### config.mk
export PLATFORM = sky130hd
export DESIGN_NAME = tmc_timer
export DESIGN_NICKNAME = d
export VERILOG_FILES = /design/src/inc/tmc_pkg.sv /design/src/rtl/tmc_timer.sv
export SDC_FILE = /design/constraint.sdc
export NUM_CORES = 1
export LEC_CHECK = 0
export ABC_AREA = 1
export BUFFER_PORTS_ARGS = -buffer_cell sky130_fd_sc_hd__buf_2
export CAP_MARGIN = 15
export CORE_UTILIZATION = 35
export CTS_CLUSTER_SIZE = 24
export DETAILED_ROUTE_END_ITERATION = 8
export PLACE_DENSITY = 0.54
export SETUP_SLACK_MARGIN = 0.3
export SLEW_MARGIN = 25
export SYNTH_ARGS = -nofsm -noshare
export SYNTH_HDL_FRONTEND = slang
export SYNTH_SLANG_ARGS = --single-unit
### constraint.sdc
create_clock -name sys_clk -period 1.8 [get_ports sys_clk]
set_clock_uncertainty 0.1 [all_clocks]
set_input_delay 0.18 -clock sys_clk [delete_from_list [all_inputs] [get_ports sys_clk]]
set_output_delay 0.18 -clock sys_clk [all_outputs]
set_load 0.05 [all_outputs]
### src/inc/tmc_pkg.sv
// Purpose: Shared constants and types of the timer_c block and the shared timer flag register.
// Assumes: Registers are one 8-bit value in the low byte of an aligned 32-bit word.
// Notes:   All offsets are byte addresses on the register bus.
package tmc_pkg;

  localparam int ADDR_W = 8;
  localparam logic [ADDR_W-1:0] ADDR_RUN_FLAGS = 8'h88;
  localparam logic [ADDR_W-1:0] ADDR_TC_CTRL   = 8'hC8;
  localparam logic [ADDR_W-1:0] ADDR_TC_LOW    = 8'hCC;
  localparam logic [ADDR_W-1:0] ADDR_TC_HIGH   = 8'hD0;
  localparam logic [ADDR_W-1:0] ADDR_CR_LOW    = 8'hD4;
  localparam logic [ADDR_W-1:0] ADDR_CR_HIGH   = 8'hD8;

  // Bits of timer_run_and_irq_flags.
  localparam int RF_TB_OVF  = 7;
  localparam int RF_TB_RUN  = 6;
  localparam int RF_TA_OVF  = 5;
  localparam int RF_TA_RUN  = 4;
  localparam int RF_XB_FLAG = 3;
  localparam int RF_XB_TYPE = 2;
  localparam int RF_XA_FLAG = 1;
  localparam int RF_XA_TYPE = 0;

  // Bits of timer_three_control.
  localparam int TC_OVF  = 7;
  localparam int TC_EXF  = 6;
  localparam int TC_RCLK = 5;
  localparam int TC_SERIAL_TX_CLOCK_SELECT = 4;
  localparam int TC_EXEN = 3;
  localparam int TC_RUN  = 2;
  localparam int TC_SRC  = 1;
  localparam int TC_CPRL = 0;

  localparam logic [7:0]  RUN_FLAGS_RST = 8'h00;
  localparam logic [7:0]  TC_CTRL_RST   = 8'h00;
  localparam logic [15:0] CNT_ALL_ONES  = 16'hFFFF;
  localparam int          PRESCALE_TIMER = 12;
  localparam int          PRESCALE_BAUD  = 2;

  typedef enum logic [1:0] {TMC_OFF, TMC_RELOAD, TMC_CAPTURE, TMC_BAUD} tmc_mode_t;

  typedef struct packed {
    logic [ADDR_W-1:0] address;
    logic              read;
    logic              write;
    logic [31:0]       writedata;
    logic [3:0]        byteenable;
  } tmc_avs_req_t;

  typedef struct packed {
    logic [7:0]  flags;
    logic [7:0]  ctl;
    logic [15:0] cnt;
    logic [15:0] cap;
    logic [3:0]  mc;
    logic [3:0]  bd;
    logic        trg_smp;
    logic        evt_smp;
    logic        xa_smp;
    logic        xb_smp;
    logic        wreq;
    logic [7:0]  rdata;
    logic        rx_pls;
    logic        tx_pls;
    logic        irq;
  } tmc_state_t;

  localparam tmc_state_t STATE_RST = '{flags: RUN_FLAGS_RST, ctl: TC_CTRL_RST, wreq: 1'b1,
                                       trg_smp: 1'b1, evt_smp: 1'b1, xa_smp: 1'b1,
                                       xb_smp: 1'b1, default: '0};

endpackage

### src/rtl/tmc_timer.sv
// Purpose: Third 16-bit timer with capture, reload and baud modes, plus the shared timer flags.
// Assumes: All pin inputs are synchronous to sys_clk; sys_clk is the oscillator clock.
// Notes:   Avalon-MM slave with one wait state on every access.
`timescale 1ns/10ps

// What this block does
// - Timer a/b overflows set their flags; servicing the interrupt clears them.
// - Timer a/b run bits are software written and drive the run outputs.
// - External interrupt edge flags are set on detection, cleared on service.
// - Type bit set selects falling edge, clear selects low level triggering.
// - Counter and capture/reload value are each a 16-bit low/high byte pair.
// - Mode is off, baud, capture or reload decoded from control bits.
// - Overflow flag set on overflow, cleared by software, never in baud mode.
// - External trigger flag set when an enabled trigger fall acts.
// - Receive clock select picks timer c overflows, else timer b overflows.
// - Transmit clock select picks timer c overflows, else timer b overflows.
// - Trigger events ignored unless enabled; no capture or reload in baud mode.
// - Run bit one counts, zero stops the counter.
// - Source zero counts oscillator over twelve outside baud mode, one counts event input falls.
// - In baud mode overflow always reloads, capture/reload select ignored.
// - Capture mode trigger fall copies counter into capture pair, sets flag.
// - Reload mode overflow sets flag and reloads; enabled trigger fall also reloads.
// - Baud mode overflow reloads counter from the capture/reload pair.
// - Baud mode internal timing prescales the oscillator by two.
// - Baud mode trigger fall only sets the external trigger flag.
// - Interrupt request is raised when enabled and either timer c flag is set.
module tmc_timer
  import tmc_pkg::*;
#(
  parameter int PRE_TIMER = PRESCALE_TIMER,
  parameter int PRE_BAUD  = PRESCALE_BAUD
) (
  input  wire logic         sys_clk,
  input  wire logic         srst,
  input  wire tmc_avs_req_t avs_req,
  output logic              avs_waitrequest,
  output logic [31:0]       avs_readdata,
  input  wire logic         timer_a_ovf,
  input  wire logic         timer_b_ovf,
  input  wire logic         svc_timer_a,
  input  wire logic         svc_timer_b,
  input  wire logic         svc_ext_a,
  input  wire logic         svc_ext_b,
  input  wire logic         ext_irq_a_n,
  input  wire logic         ext_irq_b_n,
  input  wire logic         event_in,
  input  wire logic         trigger_input,
  input  wire logic         timer_c_irq_en,
  output logic [7:0]        run_and_flags,
  output logic              timer_c_irq,
  output logic              rx_clk_pulse,
  output logic              tx_clk_pulse
);

  localparam logic [3:0] MC_LAST = 4'(PRE_TIMER - 1);
  localparam logic [3:0] BD_LAST = 4'(PRE_BAUD - 1);

  function automatic tmc_mode_t mode_f(input logic [7:0] c);
    if (!c[TC_RUN]) begin
      return TMC_OFF;
    end else if (c[TC_RCLK] || c[TC_SERIAL_TX_CLOCK_SELECT]) begin
      return TMC_BAUD;
    end else if (c[TC_CPRL]) begin
      return TMC_CAPTURE;
    end
    return TMC_RELOAD;
  endfunction

  // A fall is a high sample followed by a low one at a machine cycle boundary.
  function automatic logic fall_f(input logic tick, input logic prev, input logic cur);
    return tick && prev && !cur;
  endfunction

  tmc_state_t s_r;
  tmc_state_t s_nxt;
  tmc_mode_t  mode;
  logic       acc;
  logic       wr;
  logic [7:0] wd;
  logic       mc_tick;
  logic       bd_tick;
  logic       trg_fall;
  logic       evt_fall;
  logic       xa_fall;
  logic       xb_fall;
  logic       inc;
  logic       ovf;
  logic       ext_go;

  always_comb begin
    s_nxt = s_r;
    mode = mode_f(s_r.ctl);
    acc = (avs_req.read || avs_req.write) && !s_r.wreq;
    wr = acc && avs_req.write && avs_req.byteenable[0];
    wd = avs_req.writedata[7:0];

    mc_tick = (s_r.mc == MC_LAST);
    bd_tick = (s_r.bd == BD_LAST);
    s_nxt.mc = mc_tick ? '0 : s_r.mc + 4'h1;
    s_nxt.bd = bd_tick ? '0 : s_r.bd + 4'h1;

    trg_fall = fall_f(mc_tick, s_r.trg_smp, trigger_input);
    evt_fall = fall_f(mc_tick, s_r.evt_smp, event_in);
    xa_fall = fall_f(mc_tick, s_r.xa_smp, ext_irq_a_n);
    xb_fall = fall_f(mc_tick, s_r.xb_smp, ext_irq_b_n);
    if (mc_tick) begin
      s_nxt.trg_smp = trigger_input;
      s_nxt.evt_smp = event_in;
      s_nxt.xa_smp = ext_irq_a_n;
      s_nxt.xb_smp = ext_irq_b_n;
    end

    // Baud mode with internal timing uses the short prescaler instead of the machine cycle.
    if (s_r.ctl[TC_SRC]) begin
      inc = evt_fall;
    end else if (mode == TMC_BAUD) begin
      inc = bd_tick;
    end else begin
      inc = mc_tick;
    end
    inc = inc && (mode != TMC_OFF);
    ovf = inc && (s_r.cnt == CNT_ALL_ONES);
    ext_go = trg_fall && s_r.ctl[TC_EXEN] && (mode != TMC_OFF);

    if (inc) begin
      s_nxt.cnt = s_r.cnt + 16'h0001;
    end
    if (ovf && mode != TMC_CAPTURE) begin
      s_nxt.cnt = s_r.cap;
    end
    if (ext_go && mode == TMC_RELOAD) begin
      s_nxt.cnt = s_r.cap;
    end
    if (ext_go && mode == TMC_CAPTURE) begin
      s_nxt.cap = s_r.cnt;
    end

    // Software writes to the count pair win over counting in the same cycle.
    if (wr) begin
      case (avs_req.address)
        ADDR_RUN_FLAGS: s_nxt.flags = wd;
        ADDR_TC_CTRL:   s_nxt.ctl = wd;
        ADDR_TC_LOW:    s_nxt.cnt[7:0] = wd;
        ADDR_TC_HIGH:   s_nxt.cnt[15:8] = wd;
        ADDR_CR_LOW:    s_nxt.cap[7:0] = wd;
        ADDR_CR_HIGH:   s_nxt.cap[15:8] = wd;
        default: begin
        end
      endcase
    end

    // Hardware sets are applied after software writes so that a set is never lost.
    if (ovf && mode != TMC_BAUD) begin
      s_nxt.ctl[TC_OVF] = 1'b1;
    end
    if (ext_go) begin
      s_nxt.ctl[TC_EXF] = 1'b1;
    end

    if (svc_timer_a) begin
      s_nxt.flags[RF_TA_OVF] = 1'b0;
    end
    if (svc_timer_b) begin
      s_nxt.flags[RF_TB_OVF] = 1'b0;
    end
    if (timer_a_ovf) begin
      s_nxt.flags[RF_TA_OVF] = 1'b1;
    end
    if (timer_b_ovf) begin
      s_nxt.flags[RF_TB_OVF] = 1'b1;
    end

    // A level-type flag simply follows the sampled pin, so servicing cannot clear it.
    if (s_r.flags[RF_XA_TYPE]) begin
      if (svc_ext_a) begin
        s_nxt.flags[RF_XA_FLAG] = 1'b0;
      end
      if (xa_fall) begin
        s_nxt.flags[RF_XA_FLAG] = 1'b1;
      end
    end else if (mc_tick) begin
      s_nxt.flags[RF_XA_FLAG] = !ext_irq_a_n;
    end
    if (s_r.flags[RF_XB_TYPE]) begin
      if (svc_ext_b) begin
        s_nxt.flags[RF_XB_FLAG] = 1'b0;
      end
      if (xb_fall) begin
        s_nxt.flags[RF_XB_FLAG] = 1'b1;
      end
    end else if (mc_tick) begin
      s_nxt.flags[RF_XB_FLAG] = !ext_irq_b_n;
    end

    s_nxt.rx_pls = s_r.ctl[TC_RCLK] ? ovf : timer_b_ovf;
    s_nxt.tx_pls = s_r.ctl[TC_SERIAL_TX_CLOCK_SELECT] ? ovf : timer_b_ovf;
    s_nxt.irq = timer_c_irq_en && (s_r.ctl[TC_OVF] || s_r.ctl[TC_EXF]);

    // One wait state: the request is answered in the cycle after it is seen.
    if ((avs_req.read || avs_req.write) && s_r.wreq) begin
      s_nxt.wreq = 1'b0;
      case (avs_req.address)
        ADDR_RUN_FLAGS: s_nxt.rdata = s_r.flags;
        ADDR_TC_CTRL:   s_nxt.rdata = s_r.ctl;
        ADDR_TC_LOW:    s_nxt.rdata = s_r.cnt[7:0];
        ADDR_TC_HIGH:   s_nxt.rdata = s_r.cnt[15:8];
        ADDR_CR_LOW:    s_nxt.rdata = s_r.cap[7:0];
        ADDR_CR_HIGH:   s_nxt.rdata = s_r.cap[15:8];
        default:        s_nxt.rdata = 8'h00;
      endcase
    end else begin
      s_nxt.wreq = 1'b1;
    end
  end

  always_ff @(posedge sys_clk) begin
    if (srst) begin
      s_r <= STATE_RST;
    end else begin
      s_r <= s_nxt;
    end
  end

  assign avs_waitrequest = s_r.wreq;
  assign avs_readdata = {24'h000000, s_r.rdata};
  assign run_and_flags = s_r.flags;
  assign timer_c_irq = s_r.irq;
  assign rx_clk_pulse = s_r.rx_pls;
  assign tx_clk_pulse = s_r.tx_pls;
endmodule

==> results by group <==
Synth
  – Post-synth ARST share: 0%
  – Share of the synthesized area in the top cell type: 33.4%
  – Post-Synth Simple-Gate Area: 24.2%
  – Main combinational cell family by area after synthesis: simple AND/OR/NAND/NOR gates
  – Yosys reg bits: 72
  – Synth unique cells: 41
  – Post-synth top cells: 125 x nand2_1, 97 x inv_1, 73 x o21ai_0
  – Count leader, synth: nand2_1
  – Proportion of synthesized area in mux cells: 0%
  – Number of synthesized flops with an enable pin: 0
  – Synth Flop Type: dfxtp_1
  – Adder-cell area share of the yosys netlist: 1.16%
  – Mapped cell area: 4320 sq um
  – Largest cells by area after synthesis: dfxtp_1 33%, nand2_1 11%, o21ai_0 8.5%
  – Avg Cell Area, Syn: 6.68 sq um
  – Synth Warn #: 0
  – Post-synthesis cell count: 646
  – Register area share after synthesis: 33.4%
  – Compound-Gate Fraction of Synth Area: 20.8%
  – Synth area leader: dfxtp_1
  – Synth Area in XOR/XNOR: 2.03%

Timing
  – Hold Vio Cnt, Final: 0
  – Final worst-path cycle share: 104%
  – Min Hold Slack: 0.0109 ns
  – Final setup fails: 16
  – Min Tclk post-route: 1.88 ns
  – Achievable Freq: 532 MHz
  – Setup TNS Final: -0.855 ns
  – RSZ-0062 raised after global routing: true
  – Final WS setup: -0.0786 ns
  – Slew Viols, Final: 0

Setup path
  – Delay-heaviest family, CP: simple AND/OR/NAND/NOR gates
  – CP Cell Sequence: inv_2 -> ha_2 -> nand2_2 -> nor2_2 -> nand3_2 -> nand3_4 -> buf_6 -> nand2_8 -> nor2_4 -> xor2_1 -> nand2_1 -> nand3_1 -> nand2_1 -> inv_1
  – Worst Setup End Kind: flip-flop
  – WP depth: 14
  – Critical R2R Capture: s_r[46]
  – WP buf/inv: 3
  – Crit-path slowest cell: dfxtp_2
  – Worst endpoint required time: 1.99 ns
  – RR Startpoint: s_r[17]
  – Critical path type: flip-flop to flip-flop
  – Critical path destination: s_r[46]
  – Worst Setup SP: s_r[17]
  – Critical path startpoint category: flip-flop
  – Reg2reg path depth: 14
  – Most used cell, CP: nand2_1
  – Critical Path Max Stage Delay: 0.32 ns
  – Crit path max fanout: 6
  – Flop-to-flop setup slack: -0.08 ns
  – Critical path arrival: 2.07 ns

Detailed routing
  – Antenna Nets Post-Route: 0
  – DRT Pass-1 Iters: 5
  – Initial DRC Count: 282
  – Routed WL: 14,200 microns
  – Vias per cell: 5.04
  – Routed wire length per instance: 15.6 microns
  – Drc violations: 0
  – Vias: 4,585

Die
  – Die Wd: 113 microns
  – Initial Util: 35.9%
  – Core ar.: 12,000 sq um
  – DIE AREA: 12,800 sq um
  – Rows: 40
  – # IOs: 103
  – Die Height: 113 microns

Clock tree
  – Root Driver: clkbuf_16
  – TritonCTS buffer count: 9
  – TritonCTS clock tree: done
  – Clk_lat worst skew: 0.34 ns
  – Clk slew on worst S/H paths: 0.06 ns
  – Clock buffer depth: 2
  – H-tree levels: 3
  – Clk sink count: 72

Final layout
  – Final Cell Area: 5780 sq um
  – Nets@finish: 821
  – Synth-to-layout area growth: 33.9%
  – Antenna cells: 0
  – Share of cells above drive strength 1: 28.6%
  – Utilization after layout: 48.1%
  – Finished Layout Cells: 910

Power
  – Total power: 3.94 mW
  – Pint: 2.84 mW
  – Clk pwr share: 46.0%
  – Maximum vdd drop: 0.000412 V
  – Sw Share: 27.9%
  – PwrDens: 682 nW/um^2
  – Gate power share: 12.1%
  – Switching power: 1.10 mW
  – Register share of total power: 41.9%
  – Leakage power: 2.75 nW

Placed design
  – Dpl cell area: 5020 sq um
  – IO buf count: 51
  – Hpwl dp: 9890 microns
  – Worst slack, placed: -0.201 ns
  – Final GP Congestion: 0.878
  – Dpl cells: 873

Global routing
  – First-pass GRT wire length: 22,100 microns
  – Gr ovfl total: 0
  – Initial antenna violation count: 0
  – GR Util All Layers: 22.5%
  – Vias in the first global route: 4,295
  – Largest net degree at the start of global routing: 33

Job
  – Max_cap viols: 0

Outcome
  – Failing checks: setup timing
  – Outcome: finished with violations

Hold path
  – Worst min path class: primary input to flip-flop
[worst register-to-register path: stages, from the launching register on]
cell     delay, ns
dfxtp_2       0.32
inv_2         0.04
ha_2          0.16
nand2_2       0.06
nor2_2        0.13
nand3_2       0.10
nand3_4       0.09
buf_6         0.15
nand2_8       0.10
nor2_4        0.16
xor2_1        0.16
nand2_1       0.07
nand3_1       0.09
nand2_1       0.05
inv_1         0.04
[layer usage]
| metal | wire length (microns) | vias up | GRT usage (%) | part of all wire (%) |
|---|---|---|---|---|
| met1 | 6380 | 2135 | 28.5 | 45 |
| met5 | 0 | - | 0 | 0 |
| met3 | 870 | 32 | 5.95 | 6.1 |
| li1 | - | 2268 | - | - |
| met2 | 6570 | 150 | 37.0 | 46 |
| met4 | 347 | 0 | 7.54 | 2.5 |
[cells by family after synthesis]
| family | Yosys count |
|---|---|
| xor+xnor | 10 |
| other cells | 1 |
| simple gates | 233 |
| flops | 72 |
| buf+inv | 162 |
| compound gates | 164 |
| fa+ha+maj | 4 |
[placed cells by master, fill, tap and decap left out, drive strengths merged, types with 4 or more instances in the layout]
cell	count
a21oi	56
a221oi	9
buf	130
clkbuf	10
conb	24
dfxtp	72
dlygate4sd3	5
ha	4
inv	103
nand2	128
nand3	40
nand4	4
nor2	47
nor3	11
o21ai	86
xor2	9
[what timing repair did]
action                                  CTS  global route
resized for setup                        54            35
endpoints found under the hold margin     5             0
hold buffers                              5             0
pin swaps                                 4            17
endpoints found under the setup margin   39            42
cloned                                    4             1
setup buffers                             6             5
[power groups by stage]
stage	registers [mW]	logic, mW	clock network (mW)
after floorplan	1.70	0.362	0
after global placement	1.68	0.443	0
after detailed placement	1.69	0.446	0
after CTS	1.65	0.463	1.84
after global routing	1.66	0.513	1.92
final	1.65	0.476	1.81
[worst min path at each step]
stage,startpoint,slack (ns),to,cells past startpoint
final,timer_b_ovf,0.01,run_and_flags[7],3
after global routing,timer_b_ovf,0.02,run_and_flags[7],3
after CTS,timer_b_ovf,0.006,run_and_flags[7],3
after detailed placement,ext_irq_b_n,0.32,s_r[12],3
after global placement,ext_irq_b_n,0.31,s_r[12],3
after floorplan,trigger_input,0.21,s_r[15],2
[state kept, by name (all words and copies together), names as in the netlist]
register and count:
run_and_flags 8, avs_waitrequest 1, timer_c_irq 1, tx_clk_pulse 1, rx_clk_pulse 1, avs_readdata 8, s_r 52
[final cells by class]
cell class | instances | area [sq um]
Tap cell | 147 | 184
Timing Repair inverter | 1 | 6.26
Timing Repair Buffer | 135 | 1010
Multi-Input combinational cell | 436 | 2430
Inverter | 103 | 400
Clock inverter | 6 | 70.1
Fill cell | 1192 | 6230
Sequential cell | 72 | 1460
Clock buffer | 10 | 229
No activity file was read; power rests on OpenSTA's default activity.
